<file path="src/thcal_regs.vh">
// Purpose: constants for the track/hold calibration controller
// Assumes: 40 MHz ref_clk, AXI4-Lite register access
// Notes:   byte offsets, field positions, reset values and timing counts
`ifndef THCAL_REGS_VH
`define THCAL_REGS_VH

// register byte offsets
`define THCAL_CTRL_OFF      8'h00
`define THCAL_STAT_OFF      8'h04
`define THCAL_IRQ_STAT_OFF  8'h08
`define THCAL_IRQ_MASK_OFF  8'h0C
`define THCAL_DAC_OFF       8'h10

// control register fields
`define THCAL_CTRL_TRIM     0
`define THCAL_CTRL_RESET    1
`define THCAL_CTRL_SELECT   2
`define THCAL_CTRL_FREEZE   3
`define THCAL_CTRL_RST_VAL  4'h8

// status register fields
`define THCAL_STAT_DONE     0
`define THCAL_STAT_BUSY     1
`define THCAL_STAT_PEND     2
`define THCAL_STAT_HOLD     3
`define THCAL_STAT_LATCH    4

// interrupt bits
`define THCAL_IRQ_DONE      0
`define THCAL_IRQ_START     1
`define THCAL_IRQ_HOLD      2

// timing
`define THCAL_CLK_HZ        40000000
`define THCAL_CAL_TIME_US   4000
`define THCAL_CAL_CYCLES    ((`THCAL_CLK_HZ / 1000000) * `THCAL_CAL_TIME_US)
`define THCAL_MAX_TIME_US   10000
`define THCAL_MAX_CYCLES    ((`THCAL_CLK_HZ / 1000000) * `THCAL_MAX_TIME_US)
`define THCAL_DAC_W         8

`endif

</file>
<file path="src/thcal_ctrl.v">
// Purpose: calibration sequencer and track/hold control with AXI4-Lite
// Assumes: pins select_n, trim_req, reset_req, freeze_n asynchronous
// Notes:   register bits OR with pins except freeze, which ANDs; busy while state_r is not idle
`timescale 1ns/1ps
`include "thcal_regs.vh"

// How it works
// - trim request with select low starts calibration
// - trim done low through 4 ms calibration
// - latch must go low then high again
// - request during calibration runs after current
// - reset with select strobe clears latch
// - done drops on reset or calibration start
// - freeze falling edge enters hold mode
// - freeze high enters track, acquire then follow
// - reset and trim only act under select
// - calibration grounds input, captures, nulls DAC
// - calibration may be requested any time
// - done rises within 10 ms of request
module thcal_ctrl #(
   parameter CAL_CYCLES = `THCAL_CAL_CYCLES,
   parameter DAC_W      = `THCAL_DAC_W
) (
   ref_clk,
   resetn,
   select_n,
   trim_req,
   reset_req,
   freeze_n,
   cmp_high,
   trim_done,
   hold_mode,
   acquiring,
   input_disconnect,
   ground_connect,
   sample_capture,
   dac_code,
   irq,
   s_axi_awaddr,
   s_axi_awvalid,
   s_axi_awready,
   s_axi_wdata,
   s_axi_wstrb,
   s_axi_wvalid,
   s_axi_wready,
   s_axi_bresp,
   s_axi_bvalid,
   s_axi_bready,
   s_axi_araddr,
   s_axi_arvalid,
   s_axi_arready,
   s_axi_rdata,
   s_axi_rresp,
   s_axi_rvalid,
   s_axi_rready
);
   input  wire             ref_clk;
   input  wire             resetn;
   input  wire             select_n;
   input  wire             trim_req;
   input  wire             reset_req;
   input  wire             freeze_n;
   input  wire             cmp_high;
   output reg              trim_done;
   output reg              hold_mode;
   output reg              acquiring;
   output reg              input_disconnect;
   output reg              ground_connect;
   output reg              sample_capture;
   output wire [DAC_W-1:0] dac_code;
   output wire             irq;
   input  wire [7:0]       s_axi_awaddr;
   input  wire             s_axi_awvalid;
   output wire             s_axi_awready;
   input  wire [31:0]      s_axi_wdata;
   input  wire [3:0]       s_axi_wstrb;
   input  wire             s_axi_wvalid;
   output wire             s_axi_wready;
   output reg  [1:0]       s_axi_bresp;
   output reg              s_axi_bvalid;
   input  wire             s_axi_bready;
   input  wire [7:0]       s_axi_araddr;
   input  wire             s_axi_arvalid;
   output wire             s_axi_arready;
   output reg  [31:0]      s_axi_rdata;
   output reg  [1:0]       s_axi_rresp;
   output reg              s_axi_rvalid;
   input  wire             s_axi_rready;

   localparam [2:0] ST_IDLE    = 3'd0;
   localparam [2:0] ST_GROUND  = 3'd1;
   localparam [2:0] ST_CAPTURE = 3'd2;
   localparam [2:0] ST_NULL    = 3'd3;
   localparam [2:0] ST_SETTLE  = 3'd4;
   localparam [31:0] ACQ_CYCLES  = 32'd40;   // acquire window, 1 us
   localparam [31:0] PHASE_CYCLES = 32'd64;  // ground and capture phases
   localparam [31:0] STEP_CYCLES = 32'd256;  // per DAC search step

   // synchronised pins
   wire sel_n_s;
   wire trim_s;
   wire rst_s;
   wire frz_s;
   thcal_sync2 u_sync_sel (.ref_clk(ref_clk), .resetn(resetn), .d_in(select_n), .q_out(sel_n_s));
   thcal_sync2 u_sync_trm (.ref_clk(ref_clk), .resetn(resetn), .d_in(trim_req), .q_out(trim_s));
   thcal_sync2 u_sync_rst (.ref_clk(ref_clk), .resetn(resetn), .d_in(reset_req), .q_out(rst_s));
   thcal_sync2 u_sync_frz (.ref_clk(ref_clk), .resetn(resetn), .d_in(freeze_n), .q_out(frz_s));
   wire cmp_s;
   thcal_sync2 u_sync_cmp (.ref_clk(ref_clk), .resetn(resetn), .d_in(cmp_high), .q_out(cmp_s));

   // registers
   reg [3:0]  ctrl_r;
   reg [2:0]  irq_stat_r;
   reg [2:0]  irq_mask_r;
   reg        aw_got_r;
   reg        w_got_r;
   reg [7:0]  aw_addr_r;
   reg [31:0] w_data_r;
   reg [3:0]  w_strb_r;

   // merged pin and register controls, active high except frz_in, which is high for track
   wire sel_act = ~sel_n_s | ctrl_r[`THCAL_CTRL_SELECT];
   wire trim_in = trim_s | ctrl_r[`THCAL_CTRL_TRIM];
   wire rst_in  = rst_s | ctrl_r[`THCAL_CTRL_RESET];
   wire frz_in  = frz_s & ctrl_r[`THCAL_CTRL_FREEZE];

   // request latch, loaded only while selected
   reg latch_r;
   reg latch_prev_r;
   reg pend_r;
   always @(posedge ref_clk or negedge resetn) begin
      if (!resetn) begin
         latch_r      <= 1'b0;
         latch_prev_r <= 1'b0;
      end else begin
         latch_prev_r <= latch_r;
         if (sel_act) begin
            if (rst_in)
               latch_r <= 1'b0;
            else
               latch_r <= trim_in;
         end
      end
   end
   // only a fresh low-to-high load counts as a request
   wire new_req = latch_r & ~latch_prev_r;
   wire sel_rst = sel_act & rst_in;

   // sequencer
   reg [2:0]  state_r;
   reg [31:0] cnt_r;
   reg        null_start_r;
   wire       null_step = (state_r == ST_NULL) && (cnt_r == STEP_CYCLES - 32'd1);
   wire       null_fin;
   wire       cal_busy = (state_r != ST_IDLE);
   wire       go = (state_r == ST_IDLE) && (new_req || pend_r);

   thcal_nuller #(.DAC_W(DAC_W)) u_null (
      .ref_clk  (ref_clk),
      .resetn   (resetn),
      .start    (null_start_r),
      .step     (null_step),
      .cmp_high (cmp_s),
      .dac_code (dac_code),
      .finished (null_fin)
   );

   always @(posedge ref_clk or negedge resetn) begin
      if (!resetn) begin
         state_r      <= ST_IDLE;
         cnt_r        <= 32'd0;
         pend_r       <= 1'b0;
         trim_done    <= 1'b0;
         null_start_r <= 1'b0;
      end else begin
         null_start_r <= 1'b0;
         cnt_r        <= cnt_r + 32'd1;
         // request during a run is queued
         if (new_req && cal_busy)
            pend_r <= 1'b1;
         else if (go)
            pend_r <= 1'b0;
         if (sel_rst && !cal_busy)
            trim_done <= 1'b0;
         case (state_r)
            ST_IDLE: begin
               cnt_r <= 32'd0;
               if (go) begin
                  trim_done <= 1'b0;
                  state_r   <= ST_GROUND;
               end
            end
            ST_GROUND: if (cnt_r == PHASE_CYCLES - 32'd1) begin
               state_r <= ST_CAPTURE;
               cnt_r   <= 32'd0;
            end
            ST_CAPTURE: if (cnt_r == PHASE_CYCLES - 32'd1) begin
               state_r      <= ST_NULL;
               cnt_r        <= 32'd0;
               null_start_r <= 1'b1;
            end
            ST_NULL: begin
               if (null_step)
                  cnt_r <= 32'd0;
               if (null_fin && !null_start_r)
                  state_r <= ST_SETTLE;
            end
            ST_SETTLE: if (cnt_r >= CAL_CYCLES - 32'd1) begin
               state_r   <= ST_IDLE;
               cnt_r     <= 32'd0;
               trim_done <= 1'b1;
            end
            default: state_r <= ST_IDLE;
         endcase
      end
   end

   // analog switch controls during calibration
   always @(posedge ref_clk or negedge resetn) begin
      if (!resetn) begin
         input_disconnect <= 1'b0;
         ground_connect   <= 1'b0;
         sample_capture   <= 1'b0;
      end else begin
         input_disconnect <= (go || cal_busy) && !(state_r == ST_SETTLE);
         ground_connect   <= (go || cal_busy) && !(state_r == ST_SETTLE);
         sample_capture   <= (state_r == ST_CAPTURE) || (state_r == ST_NULL);
      end
   end

   // track/hold: hold on freeze falling edge, track on freeze high level
   reg        frz_prev_r;
   reg [31:0] acq_cnt_r;
   wire       frz_fall = frz_prev_r & ~frz_in;
   always @(posedge ref_clk or negedge resetn) begin
      if (!resetn) begin
         frz_prev_r <= 1'b0;                     // synced pin reads low in reset
         hold_mode  <= 1'b0;
         acquiring  <= 1'b0;
         acq_cnt_r  <= 32'd0;
      end else begin
         frz_prev_r <= frz_in;
         if (frz_fall) begin
            hold_mode <= 1'b1;
            acquiring <= 1'b0;
         end else if (frz_in && hold_mode) begin
            hold_mode <= 1'b0;
            acquiring <= 1'b1;
            acq_cnt_r <= 32'd0;
         end else if (acquiring) begin
            acq_cnt_r <= acq_cnt_r + 32'd1;
            if (acq_cnt_r == ACQ_CYCLES - 32'd1)
               acquiring <= 1'b0;
         end
      end
   end

   // interrupt events; set wins over clear
   wire [2:0] irq_evt = {frz_fall, go, (state_r == ST_SETTLE) && (cnt_r >= CAL_CYCLES - 32'd1)};
   wire       wr_fire = aw_got_r && w_got_r && !s_axi_bvalid;
   wire [2:0] irq_clr = (wr_fire && aw_addr_r == `THCAL_IRQ_STAT_OFF && w_strb_r[0]) ?
                        w_data_r[2:0] : 3'b000;
   always @(posedge ref_clk or negedge resetn) begin
      if (!resetn)
         irq_stat_r <= 3'b000;
      else
         irq_stat_r <= (irq_stat_r & ~irq_clr) | irq_evt;
   end
   assign irq = |(irq_stat_r & irq_mask_r);

   // axi write channel capture
   assign s_axi_awready = !aw_got_r;
   assign s_axi_wready  = !w_got_r;
   always @(posedge ref_clk or negedge resetn) begin
      if (!resetn) begin
         aw_got_r     <= 1'b0;
         w_got_r      <= 1'b0;
         aw_addr_r    <= 8'h00;
         w_data_r     <= 32'h0000_0000;
         w_strb_r     <= 4'h0;
         s_axi_bvalid <= 1'b0;
         s_axi_bresp  <= 2'b00;
         ctrl_r       <= `THCAL_CTRL_RST_VAL;
         irq_mask_r   <= 3'b000;
      end else begin
         if (s_axi_awvalid && !aw_got_r) begin
            aw_got_r  <= 1'b1;
            aw_addr_r <= s_axi_awaddr;
         end
         if (s_axi_wvalid && !w_got_r) begin
            w_got_r  <= 1'b1;
            w_data_r <= s_axi_wdata;
            w_strb_r <= s_axi_wstrb;
         end
         if (wr_fire) begin
            s_axi_bvalid <= 1'b1;
            s_axi_bresp  <= 2'b00;
            if (aw_addr_r == `THCAL_CTRL_OFF && w_strb_r[0])
               ctrl_r <= w_data_r[3:0];
            else if (aw_addr_r == `THCAL_IRQ_MASK_OFF && w_strb_r[0])
               irq_mask_r <= w_data_r[2:0];
            else if (aw_addr_r != `THCAL_IRQ_STAT_OFF && aw_addr_r != `THCAL_STAT_OFF &&
                     aw_addr_r != `THCAL_DAC_OFF && aw_addr_r != `THCAL_CTRL_OFF &&
                     aw_addr_r != `THCAL_IRQ_MASK_OFF)
               s_axi_bresp <= 2'b10;
         end
         if (s_axi_bvalid && s_axi_bready) begin
            s_axi_bvalid <= 1'b0;
            aw_got_r     <= 1'b0;
            w_got_r      <= 1'b0;
         end
      end
   end

   // axi read channel
   assign s_axi_arready = !s_axi_rvalid;
   always @(posedge ref_clk or negedge resetn) begin
      if (!resetn) begin
         s_axi_rvalid <= 1'b0;
         s_axi_rdata  <= 32'h0000_0000;
         s_axi_rresp  <= 2'b00;
      end else if (s_axi_arvalid && !s_axi_rvalid) begin
         s_axi_rvalid <= 1'b1;
         s_axi_rresp  <= 2'b00;
         case (s_axi_araddr)
            `THCAL_CTRL_OFF:     s_axi_rdata <= {28'h000_0000, ctrl_r};
            `THCAL_STAT_OFF:     s_axi_rdata <= {27'h000_0000, latch_r, hold_mode,
                                                 pend_r, cal_busy, trim_done};
            `THCAL_IRQ_STAT_OFF: s_axi_rdata <= {29'h0000_0000, irq_stat_r};
            `THCAL_IRQ_MASK_OFF: s_axi_rdata <= {29'h0000_0000, irq_mask_r};
            `THCAL_DAC_OFF:      s_axi_rdata <= {{(32-DAC_W){1'b0}}, dac_code};
            default: begin
               s_axi_rdata <= 32'h0000_0000;
               s_axi_rresp <= 2'b10;
            end
         endcase
      end else if (s_axi_rvalid && s_axi_rready) begin
         s_axi_rvalid <= 1'b0;
      end
   end
endmodule // thcal_ctrl

</file>
<file path="src/thcal_sync2.v">
// Purpose: two-flop synchroniser for a pin level
// Assumes: input is asynchronous to clk
// Notes:   first stage is read only by the second stage
`timescale 1ns/1ps
module thcal_sync2 (
   ref_clk,
   resetn,
   d_in,
   q_out
);
   input  wire ref_clk;
   input  wire resetn;
   input  wire d_in;
   output wire q_out;

   reg meta_r;
   reg sync_r;

   // two flops in series
   always @(posedge ref_clk or negedge resetn) begin
      if (!resetn) begin
         meta_r <= 1'b0;
         sync_r <= 1'b0;
      end else begin
         meta_r <= d_in;
         sync_r <= meta_r;
      end
   end

   assign q_out = sync_r;
endmodule // thcal_sync2

</file>
<file path="src/thcal_nuller.v">
// Purpose: correction DAC search during calibration
// Assumes: comparator result from held ground sample, synchronised
// Notes:   successive approximation, one bit per step
`timescale 1ns/1ps
module thcal_nuller #(
   parameter DAC_W = 8
) (
   ref_clk,
   resetn,
   start,
   step,
   cmp_high,
   dac_code,
   finished
);
   input  wire             ref_clk;
   input  wire             resetn;
   input  wire             start;
   input  wire             step;
   input  wire             cmp_high;
   output reg  [DAC_W-1:0] dac_code;
   output reg              finished;

   reg [DAC_W-1:0] trial_r;

   // binary search: keep bit unless the held error says too high
   always @(posedge ref_clk or negedge resetn) begin
      if (!resetn) begin
         dac_code <= {DAC_W{1'b0}};
         trial_r  <= {DAC_W{1'b0}};
         finished <= 1'b0;
      end else if (start) begin
         dac_code <= {1'b1, {(DAC_W-1){1'b0}}};
         trial_r  <= {1'b1, {(DAC_W-1){1'b0}}};
         finished <= 1'b0;
      end else if (step && !finished) begin
         if (trial_r[0]) begin
            finished <= 1'b1;
            if (cmp_high)
               dac_code <= dac_code & ~trial_r;
         end else begin
            dac_code <= (cmp_high ? (dac_code & ~trial_r) : dac_code) | (trial_r >> 1);
            trial_r  <= trial_r >> 1;
         end
      end
   end
endmodule // thcal_nuller

</file>
<file path="config.mk">
export PLATFORM = sky130hd
export DESIGN_NAME = thcal_ctrl
export DESIGN_NICKNAME = d
export VERILOG_FILES = /design/src/thcal_ctrl.v /design/src/thcal_sync2.v /design/src/thcal_nuller.v
export VERILOG_INCLUDE_DIRS = /design/src
export SDC_FILE = /design/constraint.sdc
export NUM_CORES = 1
export LEC_CHECK = 0
export ABC_CLOCK_PERIOD_IN_PS = 6200
export BUFFER_PORTS_ARGS = -buffer_cell sky130_fd_sc_hd__buf_2
export CORE_ASPECT_RATIO = 1.2
export CORE_MARGIN = 10
export CORE_UTILIZATION = 35
export CTS_BUF_LIST = sky130_fd_sc_hd__clkbuf_8 sky130_fd_sc_hd__clkbuf_16
export DETAILED_ROUTE_END_ITERATION = 10
export SYNTH_ARGS = -nofsm -noshare
export SYNTH_HDL_FRONTEND = slang
export SYNTH_HIERARCHICAL = 1
export SYNTH_SLANG_ARGS = --single-unit
</file>
<file path="constraint.sdc">
create_clock -name ref_clk -period 6.2 [get_ports ref_clk]
set_input_delay 0 -clock ref_clk [delete_from_list [all_inputs] [get_ports ref_clk]]
set_output_delay 0 -clock ref_clk [all_outputs]
set_load 0.005 [all_outputs]
</file>
==> out/results.txt <==
First DRT Iteration DRCs - 292
Largest stage delay, worst path - 0.59 ns
Latest clock arrival within the worst-skew pair - 0.42 ns
Grt ovf - 0
Post-Layout Cell Count - 1,016
Max Fclk - 365.7 MHz
Cell taking the most area after synthesis - dfrtp_1
Asr flop ratio synth - 100.0%
Unrepaired setup endpoints after global routing - false
Mapped Area - 0.006849 mm²
Number of global-route vias before repair - 5,190
GPL Wtd Cong - 0.7758
Top post-synthesis cells by area - dfrtp_1 (51%), mux2_2 (3.8%), xnor2_1 (3.7%), nor3_1 (3.5%), xor2_1 (3.2%)
EDFF count, synth - 0
Via count - 5,074
Reg clk slew, reported paths - 0.07 ns
Routed wire length - 15,450 µm
First-pass GRT wire length - 26,030 µm
Arr. time, crit path - 3.09 ns
Post-layout util - 42.22%
Slew @ Worst Pin - 1.155 ns
Initial antenna violation count - 2
Core area - 0.01941 mm²
HP Class - input pin to flip-flop
Nets - 806
DRC viols - 0
Minimum clock period - 2.734 ns
Mean Syn Cell Area - 10.38 µm²
Multi-input logic area - 0.003038 mm²
Crit path max fanout - 12
Cell Rows - 56
Yosys top cell area share - 51.15%
Kind of cell adding the most delay to the critical path - simple AND/OR/NAND/NOR gates
DP Worst Slack - 3.453 ns
CP max stage cell - nor4b_4
Final Hold Violating Endpoints - 0
Maxcap violations - 0
Mapped Cells - 660
Pin count of the biggest net entering global routing - 79
Die height - 173.2 µm
Synth Flop Type - dfrtp_1
CP endpoint kind - flip-flop
Buf/Inv on CP - 1
Tcrit/Tclk final - 44.10%
Starting Density - 35.29%
Synth Warn # - 6
CTS HTree Levels - 4
CTS buffer count - 17
Power Dens Cells - 321.2 mW/mm²
CTS tree - built
Final setup vio count - 0
Wirelength per Cell - 15.21 µm
# IOs - 120
# port buffers - 62
Total Routing Usage GR - 12.31%
Worst VDD drop - 203.1 µV
Synth unique cells - 61
FF+latch area - 0.003530 mm²
Seq cells post-synth - 141
Post-CTS setup buffer count - 0
Cells after DPL - 959
Crit start category - flip-flop
CTS Sinks - 141
WS Path Type - flip-flop to flip-flop
Setup TNS - 0 ns
WP data required - 6.55 ns
Setup Skew - 0.01247 ns
Setup WS post-layout - 3.466 ns
First-pass iteration count of the detailed router - 5
Die W - 147.7 µm
Die area - 0.02559 mm²
Slew margin rel. - 22.98%
Post-DP HPWL - 10,540 µm
CTS Buffer Depth - 2
Ordered cell list for the critical path - nor4_1, nand4_1, or2_1, nor4_2, buf_4, nor4b_4, a32o_1
Final ANT Viol Nets - 0
Root Driver - clkbuf_16
Max-slew violations - 0
Fraction of layout cells with a size suffix above 1 - 17.66%
FILL cells - 1,901
Area Overhead vs Synth - 19.64%
Outcome - complete, no violations
Leakage - 3.615 nW
Vias per cell - 4.994
Post-synthesis sequential area ratio - 51.53%
layout make-up:
cell class / instances / area share, %
antenna: 2 / 0.06108
clock buffer: 18 / 5.360
clock inverter: 14 / 2.489
inverter: 20 / 0.9162
multi-input combinational: 471 / 37.07
sequential: 141 / 43.08
tap: 261 / 3.985
timing repair buffer: 89 / 7.039
through the flow:
stage               power [mW]  cell area (µm²)  hold slack (ns)
floorplan                1.406             6943          -0.2956
global placement         1.524             7316          0.08177
detailed placement       1.530             7316          0.07903
CTS                      2.667             8189        0.0008507
global route             2.771             8189          0.06830
finish                   2.632             8194          0.01755
flip-flops by register name (all words and copies together) (netlist names), 4 cells and up:
name,flops
w_data_r,4
u_null/dac_code,8
s_axi_rdata,8
u_null/trial_r,8
ctrl_r,4
aw_addr_r,8
acq_cnt_r,32
cnt_r,32
kinds of logic (layout without fill, tap and decap cells):
kind of cell,after synthesis,after routing,share of synthesized area [%]
AO/OA/AOI/OAI,79,79,8.221
XOR/XNOR,54,54,6.905
adder cells (fa/ha/maj),2,2,0.3653
buffers and inverters,73,141,5.864
flip-flops,141,141,51.53
multiplexers,24,24,3.928
other,1,28,0.05475
AND/OR/NAND/NOR,286,286,23.13
synthesized netlist by cell type, types with 3 or more instances:
library cell  number
a32o_1             6
nor2b_1           11
nor4_1            21
clkbuf_1          15
a21oi_1           16
or3_1              8
and2_1             6
nand4_1           20
o2bb2ai_1          8
xnor2_1           29
and4_1             8
a222oi_1           3
mux2_2            23
xor2_1            25
nor2_1            44
o21ai_0           19
a22o_1             3
o21ai_1            4
buf_2              9
nand2b_1           9
dfrtp_1          140
nand4b_1           8
and3_1            10
nand3_1           25
or4_1              5
nand2_1           48
nor3_1            48
inv_1             20
buf_4             27
final timing paths:
| check | from | to | slack (ns) | depth (start not counted) |
|---|---|---|---|---|
| max in group asynchronous | resetn | aw_addr_r[3]$_DFFE_PN0P_ | 4.72 | 3 |
| max | cnt_r[26]$_DFF_PN0_ | u_null/dac_code[2]$_DFFE_PN0P_ | 3.47 | 7 |
| max reg2reg | cnt_r[26]$_DFF_PN0_ | u_null/dac_code[2]$_DFFE_PN0P_ | 3.47 | 7 |
| min in group asynchronous | resetn | u_sync_cmp/q_out$_DFF_PN0_ | 0.17 | 2 |
| min reg2reg | u_sync_frz/meta_r$_DFF_PN0_ | u_sync_frz/q_out$_DFF_PN0_ | 0.35 | 0 |
| min | s_axi_araddr[6] | s_axi_rdata[5]$_DFFE_PN0P_ | 0.02 | 4 |
layer usage:
layer  up-vias  wire [µm]  GRT usage, %
li1       2489          -             -
met1      2482       6988         14.94
met2        82       7640         20.24
met3        21        571         3.735
met4         0        249         4.260
met5         -          0             0
worst reg2reg max path, cell delays in order, from the launching register on:
cell     delay, ns
dfrtp_1       0.42
nor4_1        0.35
nand4_1       0.23
or2_1         0.33
nor4_2        0.29
buf_4         0.23
nor4b_4       0.59
a32o_1        0.21
cell usage in the layout, fill, tap and decap left out, drive strengths merged, types with 10 or more instances in the layout:
master	n
nor2b	11
nand3	25
and3	10
mux2	23
dlygate4sd3	23
a21oi	16
nor2	44
nor4	23
xnor2	29
nand2	48
nor3	48
clkbuf	18
dfrtp	140
xor2	25
inv	25
buf	66
o21ai	23
conb	26
nand4	20
report_power, final:
group | leakage [nW] | switching (mW) | internal (mW)
Combinational | 1.45 | 0.178 | 0.177
Clock | 0.305 | 0.417 | 0.692
Sequential | 1.86 | 0.126 | 1.04
what timing repair did:
item | in CTS | in global routing
endpoints found under the setup margin | 0 | 0
resized for setup | 0 | 0
hold endpoints to repair | 98 | 0
hold buffers | 23 | 0
Note: power is estimated with default switching activity, not from simulation.
